[src/pwmos_pkg.sv]
package pwmos_pkg;
  localparam int          PWMOS_NUM_PAIRS      = 3;
  localparam int          PWMOS_NUM_OUTS       = 6;
  localparam int          PWMOS_DT_W           = 6;
  localparam int          PWMOS_CNT_W          = 14;
  localparam logic [1:0]  PWMOS_MODE_FREE      = 2'h0;
  localparam logic [1:0]  PWMOS_MODE_SINGLE    = 2'h1;
  localparam logic [1:0]  PWMOS_MODE_UPDN      = 2'h2;
  localparam logic [1:0]  PWMOS_MODE_UPDN_DBL  = 2'h3;
  localparam logic [1:0]  PWMOS_DTPS_DIV2      = 2'h0;
  localparam logic [1:0]  PWMOS_DTPS_DIV4      = 2'h1;
  localparam logic [1:0]  PWMOS_DTPS_DIV8      = 2'h2;
  localparam logic [1:0]  PWMOS_DTPS_DIV16     = 2'h3;
  localparam logic [3:0]  PWMOS_PRE_MAX_DIV2   = 4'h1;
  localparam logic [3:0]  PWMOS_PRE_MAX_DIV4   = 4'h3;
  localparam logic [3:0]  PWMOS_PRE_MAX_DIV8   = 4'h7;
  localparam logic [3:0]  PWMOS_PRE_MAX_DIV16  = 4'hf;
  localparam logic [2:0]  PWMOS_RST_INDEP      = 3'h0;
  localparam logic [5:0]  PWMOS_RST_OVR_SEL    = 6'h3f;
  localparam logic [5:0]  PWMOS_RST_MAN_LVL    = 6'h00;

  // Prescaler terminal count per dead-time clock divide setting
  function automatic logic [3:0] pwmos_pre_max(input logic [1:0] sel);
    unique case (sel)
      PWMOS_DTPS_DIV2:  pwmos_pre_max = PWMOS_PRE_MAX_DIV2;
      PWMOS_DTPS_DIV4:  pwmos_pre_max = PWMOS_PRE_MAX_DIV4;
      PWMOS_DTPS_DIV8:  pwmos_pre_max = PWMOS_PRE_MAX_DIV8;
      PWMOS_DTPS_DIV16: pwmos_pre_max = PWMOS_PRE_MAX_DIV16;
    endcase
  endfunction : pwmos_pre_max
endpackage : pwmos_pkg

[src/pwmos_top.sv]
// Functional notes
// - Dead time not shorter than duty keeps the odd output inactive all period.
// - Independent-select bit set gives independent pair, cleared gives complementary.
// - Independent pairs get no dead time; both outputs may be active.
// - Independent: duty 0 drives outs 1/0, duty 1 outs 3/2, duty 2 outs 5/4.
// - Count mode 01 selects single pulse, edge-aligned only.
// - Single pulse: enabled outputs go active when run is set.
// - Single pulse: output goes inactive when count matches its duty.
// - Single pulse period match: clear count, outputs off, clear run, interrupt.
// - Period and duty stay unchanged; setting run again gives another pulse.
// - Override-select set: comparator drives pin; cleared: manual level drives it.
// - Overridden output is active when its manual level bit is set.
// - Complementary: even output overridden active carries complement of odd.
// - Sync bit set defers override changes to a time base sync point.
// - Edge-aligned: sync point is count equal to zero.
// - Center-aligned: sync points are count zero and count equal period.
// - Complementary: even never active while odd active; dead time between.
// - Dead time still inserted while complementary outputs are overridden.
// - Complementary: even override bits have no effect.
// - Odd turning active: even off first, one dead time, then odd on.
// - Odd turning inactive: odd off at once, one dead time, then even on.
// - Each pair has a six-bit down counter loaded on a comparator edge.
// - Prescale 11,10,01,00 select oscillator divided by 16, 8, 4, 2.
// - Dead time equals count divided by prescaled dead-time clock.
// - All pairs reset to complementary mode.
`timescale 1ns/10ps
`default_nettype none
module pwmos_top
  import pwmos_pkg::*;
#(
  parameter int CNT_W = PWMOS_CNT_W,
  parameter int DT_W  = PWMOS_DT_W
) (
  input  wire logic             clk_in,
  input  wire logic             rst_in,
  input  wire logic [2:0]       pair_independent_select_in,
  input  wire logic [1:0]       timebase_count_mode_in,
  input  wire logic             timebase_run_set_in,
  input  wire logic             timebase_run_clear_in,
  input  wire logic [CNT_W-1:0] timebase_count_in,
  input  wire logic             timebase_count_down_in,
  input  wire logic [CNT_W-1:0] period_value_in,
  input  wire logic [CNT_W-1:0] duty_value_0_in,
  input  wire logic [CNT_W-1:0] duty_value_1_in,
  input  wire logic [CNT_W-1:0] duty_value_2_in,
  input  wire logic [5:0]       override_select_in,
  input  wire logic [5:0]       manual_level_in,
  input  wire logic             override_write_in,
  input  wire logic             override_sync_enable_in,
  input  wire logic [1:0]       deadtime_prescale_in,
  input  wire logic [DT_W-1:0]  deadtime_count_in,
  input  wire logic             deadtime_write_in,
  input  wire logic             pulse_irq_enable_in,
  input  wire logic             pulse_done_clear_in,
  output logic                  timebase_run_out,
  output logic                  timebase_count_clear_out,
  output logic                  pulse_irq_out,
  output logic                  pulse_done_flag_out,
  output logic [5:0]            override_select_out,
  output logic [5:0]            manual_level_out,
  output logic [5:0]            out_active_out
);
  ////////////////////////////////////////////////////////////////////////
  typedef enum logic [2:0] {
    PWMOS_SP_IDLE  = 3'h1,
    PWMOS_SP_PULSE = 3'h2,
    PWMOS_SP_DONE  = 3'h4
  } pwmos_sp_t;

  pwmos_sp_t              sp_state_ff;
  pwmos_sp_t              nxt_sp_state;
  logic                   run_ff;
  logic                   clr_ff;
  logic                   irq_ff;
  logic                   flag_ff;
  logic [2:0]             indep_ff;
  logic [5:0]             ovr_sel_ff;
  logic [5:0]             man_lvl_ff;
  logic [5:0]             pend_sel_ff;
  logic [5:0]             pend_lvl_ff;
  logic                   pend_ff;
  logic [2:0]             sp_drive_ff;
  logic [3:0]             pre_ff;
  logic [5:0]             out_ff;
  logic [5:0]             nxt_out;
  logic [2:0]             cmp;
  logic [2:0]             odd_drive;
  logic [2:0]             dt_hi;
  logic [2:0]             dt_lo;
  logic [2:0]             dt_load;
  logic [CNT_W-1:0]       duty [PWMOS_NUM_PAIRS];

  ////////////////////////////////////////////////////////////////////////
  // Time base state decode
  wire single_mode = timebase_count_mode_in == PWMOS_MODE_SINGLE;
  wire center_mode = timebase_count_mode_in[1];
  wire cnt_zero    = timebase_count_in == '0;
  wire per_match   = timebase_count_in == period_value_in;
  wire sync_point  = cnt_zero || (center_mode && per_match);
  wire sp_start    = single_mode && timebase_run_set_in && !run_ff;
  wire sp_end      = (sp_state_ff == PWMOS_SP_PULSE) && per_match;

  assign duty[0] = duty_value_0_in;
  assign duty[1] = duty_value_1_in;
  assign duty[2] = duty_value_2_in;

  // Comparator for each pair
  function automatic logic pwmos_compare(input logic [CNT_W-1:0] d,
                                         input logic [CNT_W-1:0] c,
                                         input logic [CNT_W-1:0] p,
                                         input logic             ctr);
    if (d == '0) begin
      pwmos_compare = 1'b0;
    end else if (ctr ? (d >= p) : (d > p)) begin
      pwmos_compare = 1'b1;
    end else begin
      pwmos_compare = c < d;
    end
  endfunction : pwmos_compare

  always_comb begin
    for (int i = 0; i < PWMOS_NUM_PAIRS; i++) begin
      cmp[i] = pwmos_compare(duty[i], timebase_count_in, period_value_in, center_mode);
    end
  end

  ////////////////////////////////////////////////////////////////////////
  // Single-pulse sequencer
  always_comb begin
    nxt_sp_state = sp_state_ff;
    unique case (sp_state_ff)
      PWMOS_SP_IDLE:  if (sp_start) nxt_sp_state = PWMOS_SP_PULSE;
      PWMOS_SP_PULSE: begin
        if (sp_end) nxt_sp_state = PWMOS_SP_DONE;
        else if (timebase_run_clear_in || !single_mode) nxt_sp_state = PWMOS_SP_IDLE;
      end
      PWMOS_SP_DONE:  nxt_sp_state = PWMOS_SP_IDLE;
      default:        nxt_sp_state = PWMOS_SP_IDLE;
    endcase
  end

  wire nxt_run  = sp_end ? 1'b0 :
                  timebase_run_set_in ? 1'b1 :
                  timebase_run_clear_in ? 1'b0 : run_ff;
  wire nxt_flag = sp_end || (flag_ff && !pulse_done_clear_in);

  // Per-pair drive during a single pulse: high from start until duty match
  wire [2:0] duty_hit = {timebase_count_in == duty[2],
                         timebase_count_in == duty[1],
                         timebase_count_in == duty[0]};
  wire [2:0] nxt_sp_drive = sp_start ? 3'h7 :
                            (sp_state_ff == PWMOS_SP_PULSE && !sp_end) ?
                            (sp_drive_ff & ~duty_hit) : 3'h0;

  ////////////////////////////////////////////////////////////////////////
  // Override staging: immediate, or held until a sync point
  wire       take_now  = override_write_in && !override_sync_enable_in;
  wire       take_pend = pend_ff && sync_point && override_sync_enable_in;
  wire [5:0] nxt_sel   = take_now ? override_select_in :
                         take_pend ? pend_sel_ff : ovr_sel_ff;
  wire [5:0] nxt_lvl   = take_now ? manual_level_in :
                         take_pend ? pend_lvl_ff : man_lvl_ff;
  wire       stage     = override_write_in && override_sync_enable_in;
  wire       nxt_pend  = stage || (pend_ff && !take_pend && override_sync_enable_in);

  ////////////////////////////////////////////////////////////////////////
  // Dead-time clock prescaler, cleared on counter load or config write
  wire       pre_clr  = deadtime_write_in || (dt_load != 3'h0);
  wire       dt_tick  = pre_ff == pwmos_pre_max(deadtime_prescale_in);
  wire [3:0] nxt_pre  = (pre_clr || dt_tick) ? 4'h0 : pre_ff + 4'h1;

  ////////////////////////////////////////////////////////////////////////
  // Output selection per pair
  wire [2:0] pair_src = single_mode ? sp_drive_ff : cmp;

  always_comb begin
    for (int i = 0; i < PWMOS_NUM_PAIRS; i++) begin
      // Odd override chooses source for the complementary generator
      odd_drive[i] = ovr_sel_ff[2*i+1] ? pair_src[i] : man_lvl_ff[2*i+1];
    end
  end

  genvar g;
  generate
    for (g = 0; g < PWMOS_NUM_PAIRS; g++) begin : g_pair
      pwmos_deadtime #(
        .DT_W (DT_W)
      ) u_dt (
        .clk_in      (clk_in),
        .rst_in      (rst_in),
        .drive_in    (odd_drive[g]),
        .dt_tick_in  (dt_tick),
        .dt_count_in (deadtime_count_in),
        .load_out    (dt_load[g]),
        .hi_out      (dt_hi[g]),
        .lo_out      (dt_lo[g])
      );
    end
  endgenerate

  always_comb begin
    nxt_out = 6'h00;
    for (int i = 0; i < PWMOS_NUM_PAIRS; i++) begin
      if (indep_ff[i]) begin
        // One comparator feeds both pins, no dead time
        nxt_out[2*i+1] = ovr_sel_ff[2*i+1] ? pair_src[i] : man_lvl_ff[2*i+1];
        nxt_out[2*i]   = ovr_sel_ff[2*i]   ? pair_src[i] : man_lvl_ff[2*i];
      end else begin
        // Even pin follows the complement of odd, held off outside a single pulse when odd selects the comparator; even override ignored
        nxt_out[2*i+1] = dt_hi[i];
        nxt_out[2*i]   = dt_lo[i] && !(single_mode && sp_state_ff != PWMOS_SP_PULSE &&
                                       ovr_sel_ff[2*i+1]);
      end
    end
  end

  ////////////////////////////////////////////////////////////////////////
  // Single-pulse state and drive
  always_ff @(posedge clk_in or posedge rst_in) begin
    if (rst_in) begin
      sp_state_ff <= PWMOS_SP_IDLE;
      sp_drive_ff <= 3'h0;
    end else begin
      sp_state_ff <= nxt_sp_state;
      sp_drive_ff <= nxt_sp_drive;
    end
  end

  // Run bit
  always_ff @(posedge clk_in or posedge rst_in) begin
    if (rst_in) begin
      run_ff <= 1'b0;
    end else begin
      run_ff <= nxt_run;
    end
  end

  // End-of-pulse events and sticky flag
  always_ff @(posedge clk_in or posedge rst_in) begin
    if (rst_in) begin
      clr_ff  <= 1'b0;
      irq_ff  <= 1'b0;
      flag_ff <= 1'b0;
    end else begin
      clr_ff  <= sp_end;
      irq_ff  <= sp_end && pulse_irq_enable_in;
      flag_ff <= nxt_flag;
    end
  end

  // Pair mode
  always_ff @(posedge clk_in or posedge rst_in) begin
    if (rst_in) begin
      indep_ff <= PWMOS_RST_INDEP;
    end else begin
      indep_ff <= pair_independent_select_in;
    end
  end

  // Effective and staged override values
  always_ff @(posedge clk_in or posedge rst_in) begin
    if (rst_in) begin
      ovr_sel_ff  <= PWMOS_RST_OVR_SEL;
      man_lvl_ff  <= PWMOS_RST_MAN_LVL;
      pend_sel_ff <= PWMOS_RST_OVR_SEL;
      pend_lvl_ff <= PWMOS_RST_MAN_LVL;
      pend_ff     <= 1'b0;
    end else begin
      ovr_sel_ff  <= nxt_sel;
      man_lvl_ff  <= nxt_lvl;
      pend_sel_ff <= stage ? override_select_in : pend_sel_ff;
      pend_lvl_ff <= stage ? manual_level_in : pend_lvl_ff;
      pend_ff     <= nxt_pend;
    end
  end

  // Dead-time prescaler
  always_ff @(posedge clk_in or posedge rst_in) begin
    if (rst_in) begin
      pre_ff <= 4'h0;
    end else begin
      pre_ff <= nxt_pre;
    end
  end

  // Output register
  always_ff @(posedge clk_in or posedge rst_in) begin
    if (rst_in) begin
      out_ff <= 6'h00;
    end else begin
      out_ff <= nxt_out;
    end
  end

  assign timebase_run_out         = run_ff;
  assign timebase_count_clear_out = clr_ff;
  assign pulse_irq_out            = irq_ff;
  assign pulse_done_flag_out      = flag_ff;
  assign override_select_out      = ovr_sel_ff;
  assign manual_level_out         = man_lvl_ff;
  assign out_active_out           = out_ff;
endmodule : pwmos_top
`default_nettype wire

[src/pwmos_deadtime.sv]
`timescale 1ns/10ps
`default_nettype none
module pwmos_deadtime
  import pwmos_pkg::*;
#(
  parameter int DT_W = PWMOS_DT_W
) (
  input  wire logic            clk_in,
  input  wire logic            rst_in,
  input  wire logic            drive_in,
  input  wire logic            dt_tick_in,
  input  wire logic [DT_W-1:0] dt_count_in,
  output logic                 load_out,
  output logic                 hi_out,
  output logic                 lo_out
);
  logic            drive_ff;
  logic [DT_W-1:0] cnt_ff;
  logic [DT_W-1:0] nxt_cnt;
  wire             edge_seen = drive_in != drive_ff;
  wire             busy      = cnt_ff != '0;

  // Edge reloads the down counter; the opposite turn-on waits for zero
  assign nxt_cnt  = edge_seen ? dt_count_in :
                    (busy && dt_tick_in) ? cnt_ff - 1'b1 : cnt_ff;
  assign load_out = edge_seen;

  always_ff @(posedge clk_in or posedge rst_in) begin
    if (rst_in) begin
      drive_ff <= 1'b0;
      cnt_ff   <= '0;
    end else begin
      drive_ff <= drive_in;
      cnt_ff   <= nxt_cnt;
    end
  end

  // Both off while counting; a pulse no longer than the dead time never shows
  assign hi_out = drive_ff && !busy && !edge_seen;
  assign lo_out = !drive_ff && !busy && !edge_seen;
endmodule : pwmos_deadtime
`default_nettype wire

[config.mk]
export PLATFORM = sky130hd
export DESIGN_NAME = pwmos_top
export DESIGN_NICKNAME = d
export VERILOG_FILES = /design/src/pwmos_pkg.sv /design/src/pwmos_top.sv /design/src/pwmos_deadtime.sv
export SDC_FILE = /design/constraint.sdc
export NUM_CORES = 1
export LEC_CHECK = 0
export BUFFER_PORTS_ARGS = -buffer_cell sky130_fd_sc_hd__buf_2
export CAP_MARGIN = 20
export CORE_MARGIN = 2
export CORE_UTILIZATION = 50
export CTS_BUF_LIST = sky130_fd_sc_hd__clkbuf_16
export CTS_CLUSTER_SIZE = 14
export DETAILED_ROUTE_END_ITERATION = 12
export GPL_ROUTABILITY_DRIVEN = 0
export PLACE_DENSITY = 0.74
export REMOVE_ABC_BUFFERS = 1
export SLEW_MARGIN = 20
export SYNTH_ARGS = -nofsm -noshare
export SYNTH_HDL_FRONTEND = slang
export SYNTH_SLANG_ARGS = --single-unit
[constraint.sdc]
create_clock -name clk_in -period 3.16 [get_ports clk_in]
set_input_delay 0.79 -clock clk_in [delete_from_list [all_inputs] [get_ports clk_in]]
set_output_delay 0.79 -clock clk_in [all_outputs]
set_load 0.005 [all_outputs]
; ---- Yosys cells after proc, flatten, opt, wreduce, memory -nomap -nowiden
; Cells that the tools add are included.
[word_totals]
register_bits = 69
inputBits = 105
out_inout_bits = 22
word_cells = 166
[op_classes]
add_sub_neg = 4
n_lt_le_gt_ge = 9
n_eq_ne = 17
n_mux = 40
bitwise_logic = 2
reduce_logical = 74
[op_table]
columns = cell, n
row1 = 6-bit two-way mux, 10
row2 = 14-bit equality test, 4
row3 = 14-bit logical NOT, 4
row4 = 14-bit greater-or-equal comparator, 3
row5 = 14-bit > comparator, 3
row6 = 14-bit < comparator, 3
row7 = 1-bit logical AND, 35
row8 = 1-bit logical NOT, 18
row9 = 1-bit two-way mux, 18
row10 = 3-bit two-way mux, 6
row11 = 6-bit nonzero test, 3
row12 = 6-bit by 1-bit subtractor with 6-bit output (second input constant), 3
row13 = 4-bit one-hot mux with 4 select lines, 1
row14 = 2-bit nonzero test, 4
row15 = 1-bit logical OR, 6
row16 = 2-bit two-way mux, 3
row17 = 3-bit one-hot mux with 2 select lines, 1
row18 = 3-bit nonzero test, 2
row19 = 4-bit by 1-bit adder with 4-bit output (second input constant), 1
row20 = 2-bit by 1-bit equality test with 1-bit output (second input constant), 2
row21 = 2-bit equality test (second input constant), 2
row22 = 4-bit equality test, 1
row23 = 4-bit two-way mux, 1
row24 = 3-bit AND, 1
row25 = 9 further kinds, 11

; ---- Depth between registers and ports, before layout
; Gate-level depths: netlist of the first run.
[depth]
ltp_word = 11
mapped_depth = 9
mapped_depth_nobuf = 9

; ---- Cells and area by module
; Synthesis of the first run repeated with hierarchy kept, for this count alone.
[unflattened]
hier_cells = 645
area_unflattened_um2 = 5665.4
[modules_own_cells]
columns = module, instances, cells_each, area_each_um2, seq_area_each_um2
row1 = pwmos_top, 1, 498, 4411.7, 1217.4
row2 = pwmos_deadtime, 3, 49, 417.9, 175.2

; ---- Worst setup path before layout of the first run
; No wires, ideal clock.
[synth_timing]
kind = input -> register
start = input duty_value_2_in[0]
end = register g_pair[2].u_dt.cnt_ff[1]
setup_ps = 125
t_arrival_ps = 2561
required_ps = 3035
setup_slack_ps = 474
path_stages = 9
path_buffers = 0
path_cell_list = inv_1 > ha_1 > nand2b_1 > a21oi_1 > o221ai_1 > a211o_1 > a211o_1 > nand3_4 > mux2_2
[synth_between]
elab_chain_cells = 8
word_cells_on_any_way = 12
cone_classes = order compare: 3 / eq/ne: 1 / mux: 6 / reduce/logical: 2
[synth_lines]
columns = element, line
row1 = "start, declared", pwmos_top.sv:45  ; input wire logic [CNT_W-1:0] duty_value_2_in,
row2 = 14-bit > comparator or 14-bit greater-or-equal comparator (tied branches), pwmos_top.sv:114  ; end else if (ctr ? (d >= p) : (d > p)) begin
row3 = 1-bit two-way mux (2 in a row), pwmos_top.sv:114
row4 = 1-bit two-way mux *, pwmos_top.sv:112  ; if (d == '0) begin
row5 = 3-bit two-way mux *, pwmos_top.sv:174  ; wire [2:0] pair_src = single_mode ? sp_drive_ff : cmp;
row6 = 1-bit two-way mux *, pwmos_top.sv:179  ; odd_drive[i] = ovr_sel_ff[2*i+1] ? pair_src[i] : man_lvl_ff[2*i+1];
row7 = 1-bit != test *, pwmos_deadtime.sv:20  ; wire edge_seen = drive_in != drive_ff;
row8 = 6-bit two-way mux or 2-bit nonzero test (tied branches), --
row9 = "end signal, assigned", pwmos_deadtime.sv:34  ; cnt_ff <= nxt_cnt;
row10 = "end, declared", pwmos_deadtime.sv:18  ; logic [DT_W-1:0] cnt_ff;
; Every way passes the cells marked *; elsewhere a longest branch is shown, timed or not.
; A chain may end at the register's enable or synchronous reset.

; ---- Worst setup path in the final report of the first run
[layout_timing]
start = input period_value_in[13]
end = register g_pair[0].u_dt.cnt_ff[5]
[layout_between]
elab_chain_cells = 8
word_cells_on_any_way = 10
cone_classes = order compare: 2 / eq/ne: 1 / mux: 6 / reduce/logical: 1
[layout_lines]
columns = element, line
row1 = "start, declared", pwmos_top.sv:42  ; input wire logic [CNT_W-1:0] period_value_in,
row2 = 14-bit > comparator or 14-bit greater-or-equal comparator (tied branches), pwmos_top.sv:114
row3 = 1-bit two-way mux * (2 in a row), pwmos_top.sv:114
row4 = 1-bit two-way mux *, pwmos_top.sv:112
row5 = 3-bit two-way mux *, pwmos_top.sv:174
row6 = 1-bit two-way mux *, pwmos_top.sv:179
row7 = 1-bit != test *, pwmos_deadtime.sv:20
row8 = 6-bit two-way mux or 2-bit nonzero test (tied branches), --
row9 = "end signal, assigned", pwmos_deadtime.sv:34
row10 = "end, declared", pwmos_deadtime.sv:18
; Marked as above.

==> results.txt, run 1 <==
status -> complete, no violations
Reg clk slew, reported paths -> 0.05 ns
Fmax -> 358 MHz
minimum clock period -> 2.79 ns
first-pass GRT wire length -> 25200 µm
worst path arrival time -> 3.00 ns
Die ar. -> 0.0125 mm²
sw frac -> 32.6%
Max clock buf depth -> 2
CTS-repair resized insts -> 0
FILL cells -> 997
area of the multi-input gates -> 0.00376 mm²
Die H -> 112 µm
Mapped Area -> 0.00579 mm²
Req. time, crit path -> 3.37 ns
Power Dens Cells -> 506 mW/mm²
nets -> 949
cell taking the most area after synthesis -> dfrtp_1
Routed WL -> 15600 µm
CTS Root Cell -> clkbuf_16
#FFs+latches synth -> 69
H-tree depth -> 3
# hold bufs at CTS -> 0
Port Buffers -> 125
GRT Residual Overflow -> 0
largest net degree at the start of global routing -> 27
overall routing resource usage -> 25.3%
area grow syn2layout -> 19.9%
Hold Path End -> sp_state_ff[1]$_DFFE_PP0P_
initial drt markers -> 363
synth top area cells -> dfrtp_1 (24%), ha_1 (19%), dfstp_2 (5.9%), a21oi_1 (5.4%), mux2_2 (4.5%)
Reg area -> 0.00174 mm²
CTS tree -> yes
Critical R2R Launch -> pre_ff[1]$_DFF_PP0_
Leakage -> 3.44 nW
Sw Pwr -> 1.14 mW
Ys Warns -> 0
Post-route DRC -> 0
Synth Flop Type -> dfrtp_1
Int Power -> 2.37 mW
Post-CTS Setup Bufs -> 0
share of the synthesized area in the top cell type -> 24.2%
EDFF count, synth -> 0
Final Max Tran Viols -> 0
peak supply drop -> 0.000426 V
Tcrit/Tclk final -> 88.4%
count of different cell masters after synthesis -> 55
Core Area -> 0.0114 mm²
die width -> 112 µm
Hold Path Class -> reg -> reg
drt wl/cell -> 17.2 µm
Final setup viols -> 0
DPL Wire Length -> 12900 µm
FF-to-FF setup slack -> 1.03 ns
DR vias -> 5229
FF-to-FF path depth -> 7
share of post-route cells with drive strength above 1 -> 28.0%
# rows -> 39
terminus of the critical flop-to-flop path -> g_pair[1].u_dt.cnt_ff[5]$_DFFE_PP0P_
vias per inst -> 5.77
sequential power share -> 36.6%
clock power share -> 30.0%
fin cells -> 907
post-synthesis cell count -> 620
Routed Antenna Nets -> 0
final-report hold violation count -> 0
RSZ-0062 raised after global routing -> no
ys async rst share -> 100%
initial antenna violation count -> 3
final setup TNS -> 0 ns
Placed Cells -> 888
crit start category -> primary input
fraction of the yosys area taken by sequential cells -> 30.1%
# IOs -> 127
Syn Area/Cell -> 9.34 µm²
Slew @ Worst Pin -> 0.760 ns
CTS buffer count -> 9
critical path class -> in -> reg
clock latency on the worst-skew pair -> 0.33 ns
Hold Crit Depth -> 1
Max transition margin -> 49.0%
crit-path max FO -> 10
Setup crit end kind -> flip-flop
vias in the first global route -> 5243
max cap viols -> 0
Place WS -> 0.0149 ns
Hold Crit Start -> sp_state_ff[2]$_DFFE_PP0P_
crit path from -> period_value_in[13]
Pre-antenna DRT Iters -> 4
skew final -> 0.00707 ns
worst setup margin -> 0.365 ns
logic gate share of total power -> 33.4%
Clock Sinks -> 69
Starting Density -> 50.9%
[cell usage after synthesis (all sizes together) (7+ instances only)]
master and instances:
a21o 7, mux2i 12, ha 88, nand4 24, dfrtp 56, dfstp 13, mux2 30, inv 68
xnor2 27, nand2b 11, nor3 10, a21oi 63, nand2 35, nand3 24, nor2b 7, nor2 50
o21ai 12, nor4 15, a211o 9
[power by group through the flow]
stage          Clock (mW)  Combinational, mW  Sequential (mW)
2_1_floorplan           0              0.824             1.25
3_3_place_gp            0               1.10             1.28
3_5_place_dp            0               1.16             1.29
4_1_cts              1.07               1.17             1.28
5_1_grt              1.12               1.31             1.31
6_report             1.05               1.17             1.28
[layout by cell type (no fill, tap or decap), types with 9 or more instances in the layout]
cell type	count
xnor2_1	27
nand2_1	33
buf_2	125
clkbuf_16	9
a21oi_1	63
dfrtp_1	56
nand4_1	24
nand3_1	21
o21ai_0	10
inv_1	67
ha_1	88
nand2b_1	11
nor3_1	10
mux2_2	23
mux2i_1	12
dfstp_2	13
nor4_1	13
a211o_1	9
nor2_1	46
[metrics by stage]
| step | total power [mW] | area (µm²) | util [%] | hold slack, ns |
|---|---|---|---|---|
| 2_1_floorplan | 2.08 | 5750 | - | 0.413 |
| 3_3_place_gp | 2.38 | 6620 | 58.2 | 0.421 |
| 3_5_place_dp | 2.46 | 6620 | 58.2 | 0.433 |
| 4_1_cts | 3.52 | 6930 | 61.0 | 0.441 |
| 5_1_grt | 3.74 | 6940 | 61.0 | 0.468 |
| 6_report | 3.51 | 6940 | 61.0 | 0.434 |
[flip-flops by register name (all words and copies together), names as in the netlist, 3 cells and up]
register,cells
g_pair.u_dt.drive_ff,3
sp_state_ff,3
manual_level_out,6
override_select_out,6
pend_lvl_ff,6
g_pair.u_dt.cnt_ff,18
pend_sel_ff,6
out_active_out,6
sp_drive_ff,3
indep_ff,3
pre_ff,4
[worst max path at each step]
stage / cells after the start / end / slack [ns]
floorplan: 9 / g_pair[2].u_dt.cnt_ff[1]$_DFFE_PP0P_ / 0.47
global placement: 9 / g_pair[0].u_dt.cnt_ff[4]$_DFFE_PP0P_ / 0.10
detailed placement: 9 / g_pair[0].u_dt.cnt_ff[2]$_DFFE_PP0P_ / 0.01
CTS: 9 / g_pair[0].u_dt.cnt_ff[2]$_DFFE_PP0P_ / 0.37
global route: 9 / g_pair[0].u_dt.cnt_ff[1]$_DFFE_PP0P_ / 0.25
finish: 9 / g_pair[0].u_dt.cnt_ff[5]$_DFFE_PP0P_ / 0.37
[cell type report]
type,instances,share of cell area [%]
Multi-Input combinational cell,477,54.1
Antenna cell,3,0.108
Tap cell,143,2.58
Clock buffer,9,3.25
Timing Repair Buffer,131,9.84
Sequential cell,69,25.1
Inverter,68,3.68
Clock inverter,7,1.30
[layer usage]
layer	share of wire, %	GRT usage, %
met4	3.5	11.5
met2	48	42.6
met5	0	0
met3	7.3	4.79
met1	41	31.5
[worst max-delay path, cell delays in order]
cell     delay (ns)
buf_2          0.11
inv_1          0.10
ha_1           0.33
nand4_1        0.16
o41ai_1        0.46
o21ai_0        0.22
a211o_1        0.33
nand3_4        0.18
mux2_4         0.32
[logic make-up (layout without fill, tap and decap cells)]
family / after synthesis / after routing / share of synthesized area [%]
xor gates and xnor gates: 32 / 32 / 4.84
and+or+nand+nor: 194 / 194 / 18.5
DFF: 69 / 69 / 30.1
buffers and inverters: 74 / 215 / 5.01
muxes: 42 / 42 / 8.30
AOI/OAI and AO/OA: 121 / 121 / 14.3
other: 0 / 3 / 0
adders and majority gates: 88 / 88 / 19.0
Note: power is estimated with default switching activity, not from simulation.
==> inputs of run 2 (changes only) <==
- CTS_CLUSTER_SIZE: 14 -> 24
- clock period: 3.16 -> 3.05 ns (I/O delays scaled with it)
==> results.txt, run 2 (same netlist as run 1, synthesis figures left out) <==
initial drt markers -> 344 (-5.2%)
Setup crit end kind -> flip-flop
Int Power -> 2.46 mW (+4.1%)
Die H -> 112 µm (unchanged)
clock latency on the worst-skew pair -> 0.33 ns (about the same)
hold_ws -> 0.450 ns (+0.0158 ns)
Core Area -> 0.0114 mm² (unchanged)
Max clock buf depth -> 2 (unchanged)
# IOs -> 127 (unchanged)
# hold bufs at CTS -> 0 (unchanged)
clock power share -> 29.4% (-0.6 points)
first-pass GRT wire length -> 24400 µm (-2.9%)
Post-CTS Setup Bufs -> 0 (unchanged)
Routed Antenna Nets -> 0 (unchanged)
Tcrit/Tclk final -> 91.2%
Port Buffers -> 125 (unchanged)
CTS tree -> yes
CTS-repair resized insts -> 0 (unchanged)
sw frac -> 32.3% (-0.23 points)
logic gate share of total power -> 34.1% (+0.7 points)
max cap viols -> 0 (unchanged)
M3 GR Usage -> 5.12% (+0.33 points)
Req. time, crit path -> 3.26 ns (-0.11 ns)
Reg clk slew, reported paths -> 0.06 ns (about the same)
GRT Residual Overflow -> 0 (unchanged)
Hold Crit Start -> sp_state_ff[2]$_DFFE_PP0P_
max FFs per register -> 18 (unchanged)
final setup TNS -> 0 ns (unchanged)
crit path from -> timebase_count_in[4]
vias per inst -> 5.75 (-0.22%)
FILL cells -> 950 (-4.7%)
minimum clock period -> 2.78 ns
Starting Density -> 50.9% (unchanged)
met2 Track Usage GR -> 42.0% (-0.65 points)
critical path class -> in -> reg
RSZ-0062 raised after global routing -> no
Place WS -> -0.0266 ns (-0.0416 ns)
Critical R2R Launch -> pre_ff[1]$_DFF_PP0_
initial antenna violation count -> 3 (unchanged)
Pre-antenna DRT Iters -> 5 (+1)
sequential power share -> 36.5% (about the same)
H-tree depth -> 3 (unchanged)
Sw Pwr -> 1.18 mW (+3.0%)
CTS Root Cell -> clkbuf_16
Final Max Tran Viols -> 0 (unchanged)
worst path arrival time -> 2.99 ns (about the same)
Die ar. -> 0.0125 mm² (unchanged)
Tot Pwr -> 3.64 mW (+3.7%)
area of the multi-input gates -> 0.00376 mm² (unchanged)
Fmax -> 360 MHz
met1 Track Usage GR -> 29.9% (-1.6 points)
die width -> 112 µm (unchanged)
DR vias -> 5229 (unchanged)
busiest layer in global routing -> met2
nets -> 951 (+0.21%)
area grow syn2layout -> 20.2%
# rows -> 39 (unchanged)
Power Dens Cells -> 523 mW/mm² (+3.4%)
overall routing resource usage -> 24.4% (-0.85 points)
Largest Register -> g_pair.u_dt.cnt_ff
share of post-route cells with drive strength above 1 -> 27.9% (-0.073 points)
Post-route DRC -> 0 (unchanged)
final-report hold violation count -> 0 (unchanged)
CTS buffer count -> 9 (unchanged)
Final setup viols -> 0 (unchanged)
crit-path max FO -> 7 (-3)
Leakage -> 3.45 nW (+0.50%)
most common cell after layout, fill and taps aside -> buf_2
largest net degree at the start of global routing -> 70 (+160%)
Slew @ Worst Pin -> 0.742 ns (-0.0181 ns)
Hold Path Class -> reg -> reg
skew final -> 0.00521 ns (-0.00186 ns)
status -> complete, no violations
crit start category -> primary input
Reg area -> 0.00174 mm² (unchanged)
Util after Layout -> 61.2% (+0.17 points)
drt wl/cell -> 16.8 µm (-2.1%)
worst setup margin -> 0.269 ns (-0.0963 ns)
Routed WL -> 15300 µm (-1.9%)
most frequent cells in the layout -> buf_2 (125), ha_1 (88), inv_1 (68)
peak supply drop -> 0.000424 V (-0.34%)
vias in the first global route -> 5220 (-0.44%)
DPL Wire Length -> 12600 µm (-2.0%)
Clock Sinks -> 69 (unchanged)
Max transition margin -> 50.2% (+1.2 points)
run 2: changes by cell type in the layout (fill, tap and decap cells not counted), sizes merged:
| cell | previous run | this run |
|---|---|---|
| buf | 131 | 133 |
| clkinvlp | 1 | 0 |
| inv | 68 | 69 |
run 2: power groups by stage:
stage	Combinational, mW	Clock, mW	Sequential (mW)
5_1_grt	1.37	1.12	1.36
2_1_floorplan	0.854	0	1.30
3_5_place_dp	1.23	0	1.34
4_1_cts	1.24	1.09	1.33
3_3_place_gp	1.15	0	1.33
6_report	1.24	1.07	1.33
run 2: cell type report:
type	instances	area share (%)
Antenna cell	3	0.108
Clock buffer	9	3.24
Clock inverter	7	1.17
Inverter	68	3.67
Multi-Input combinational cell	477	54.0
Sequential cell	69	25.0
Tap cell	143	2.57
Timing Repair Buffer	133	10.2
run 2: final timing paths:
path,to,slack [ns],cells after the start
worst max register to register,g_pair[1].u_dt.cnt_ff[5]$_DFFE_PP0P_,0.93,7
max in group asynchronous,override_select_out[2]$_DFFE_PP1P_,2.23,3
worst min-delay path,sp_state_ff[1]$_DFFE_PP0P_,0.45,1
worst max-delay path,pre_ff[1]$_DFF_PP0_,0.27,10
worst min register to register,sp_state_ff[1]$_DFFE_PP0P_,0.45,1
min in group asynchronous,g_pair[2].u_dt.cnt_ff[1]$_DFFE_PP0P_,0.50,3
run 2: critical path: stages:
cell	delay [ns]
buf_2	0.15
ha_1	0.33
a21oi_1	0.15
nand2_1	0.08
a211o_1	0.31
a211oi_2	0.33
a211o_1	0.18
nand3_4	0.15
buf_4	0.20
nor4_1	0.32
run 2: metrics by stage:
step,std cells,area (µm²)
after detailed placement,890,6640
final,909,6960
after global placement,890,6640
after floorplan,614,5750
after CTS,906,6950
after global routing,908,6960
run 2: routing by layer:
metal | wire length [µm] | vias to the layer above | part of all wire, %
met5 | 0 | - | 0
met4 | 509 | 0 | 3.3
met3 | 1100 | 38 | 7.2
met2 | 7280 | 210 | 48
met1 | 6390 | 2443 | 42
li1 | - | 2538 | -
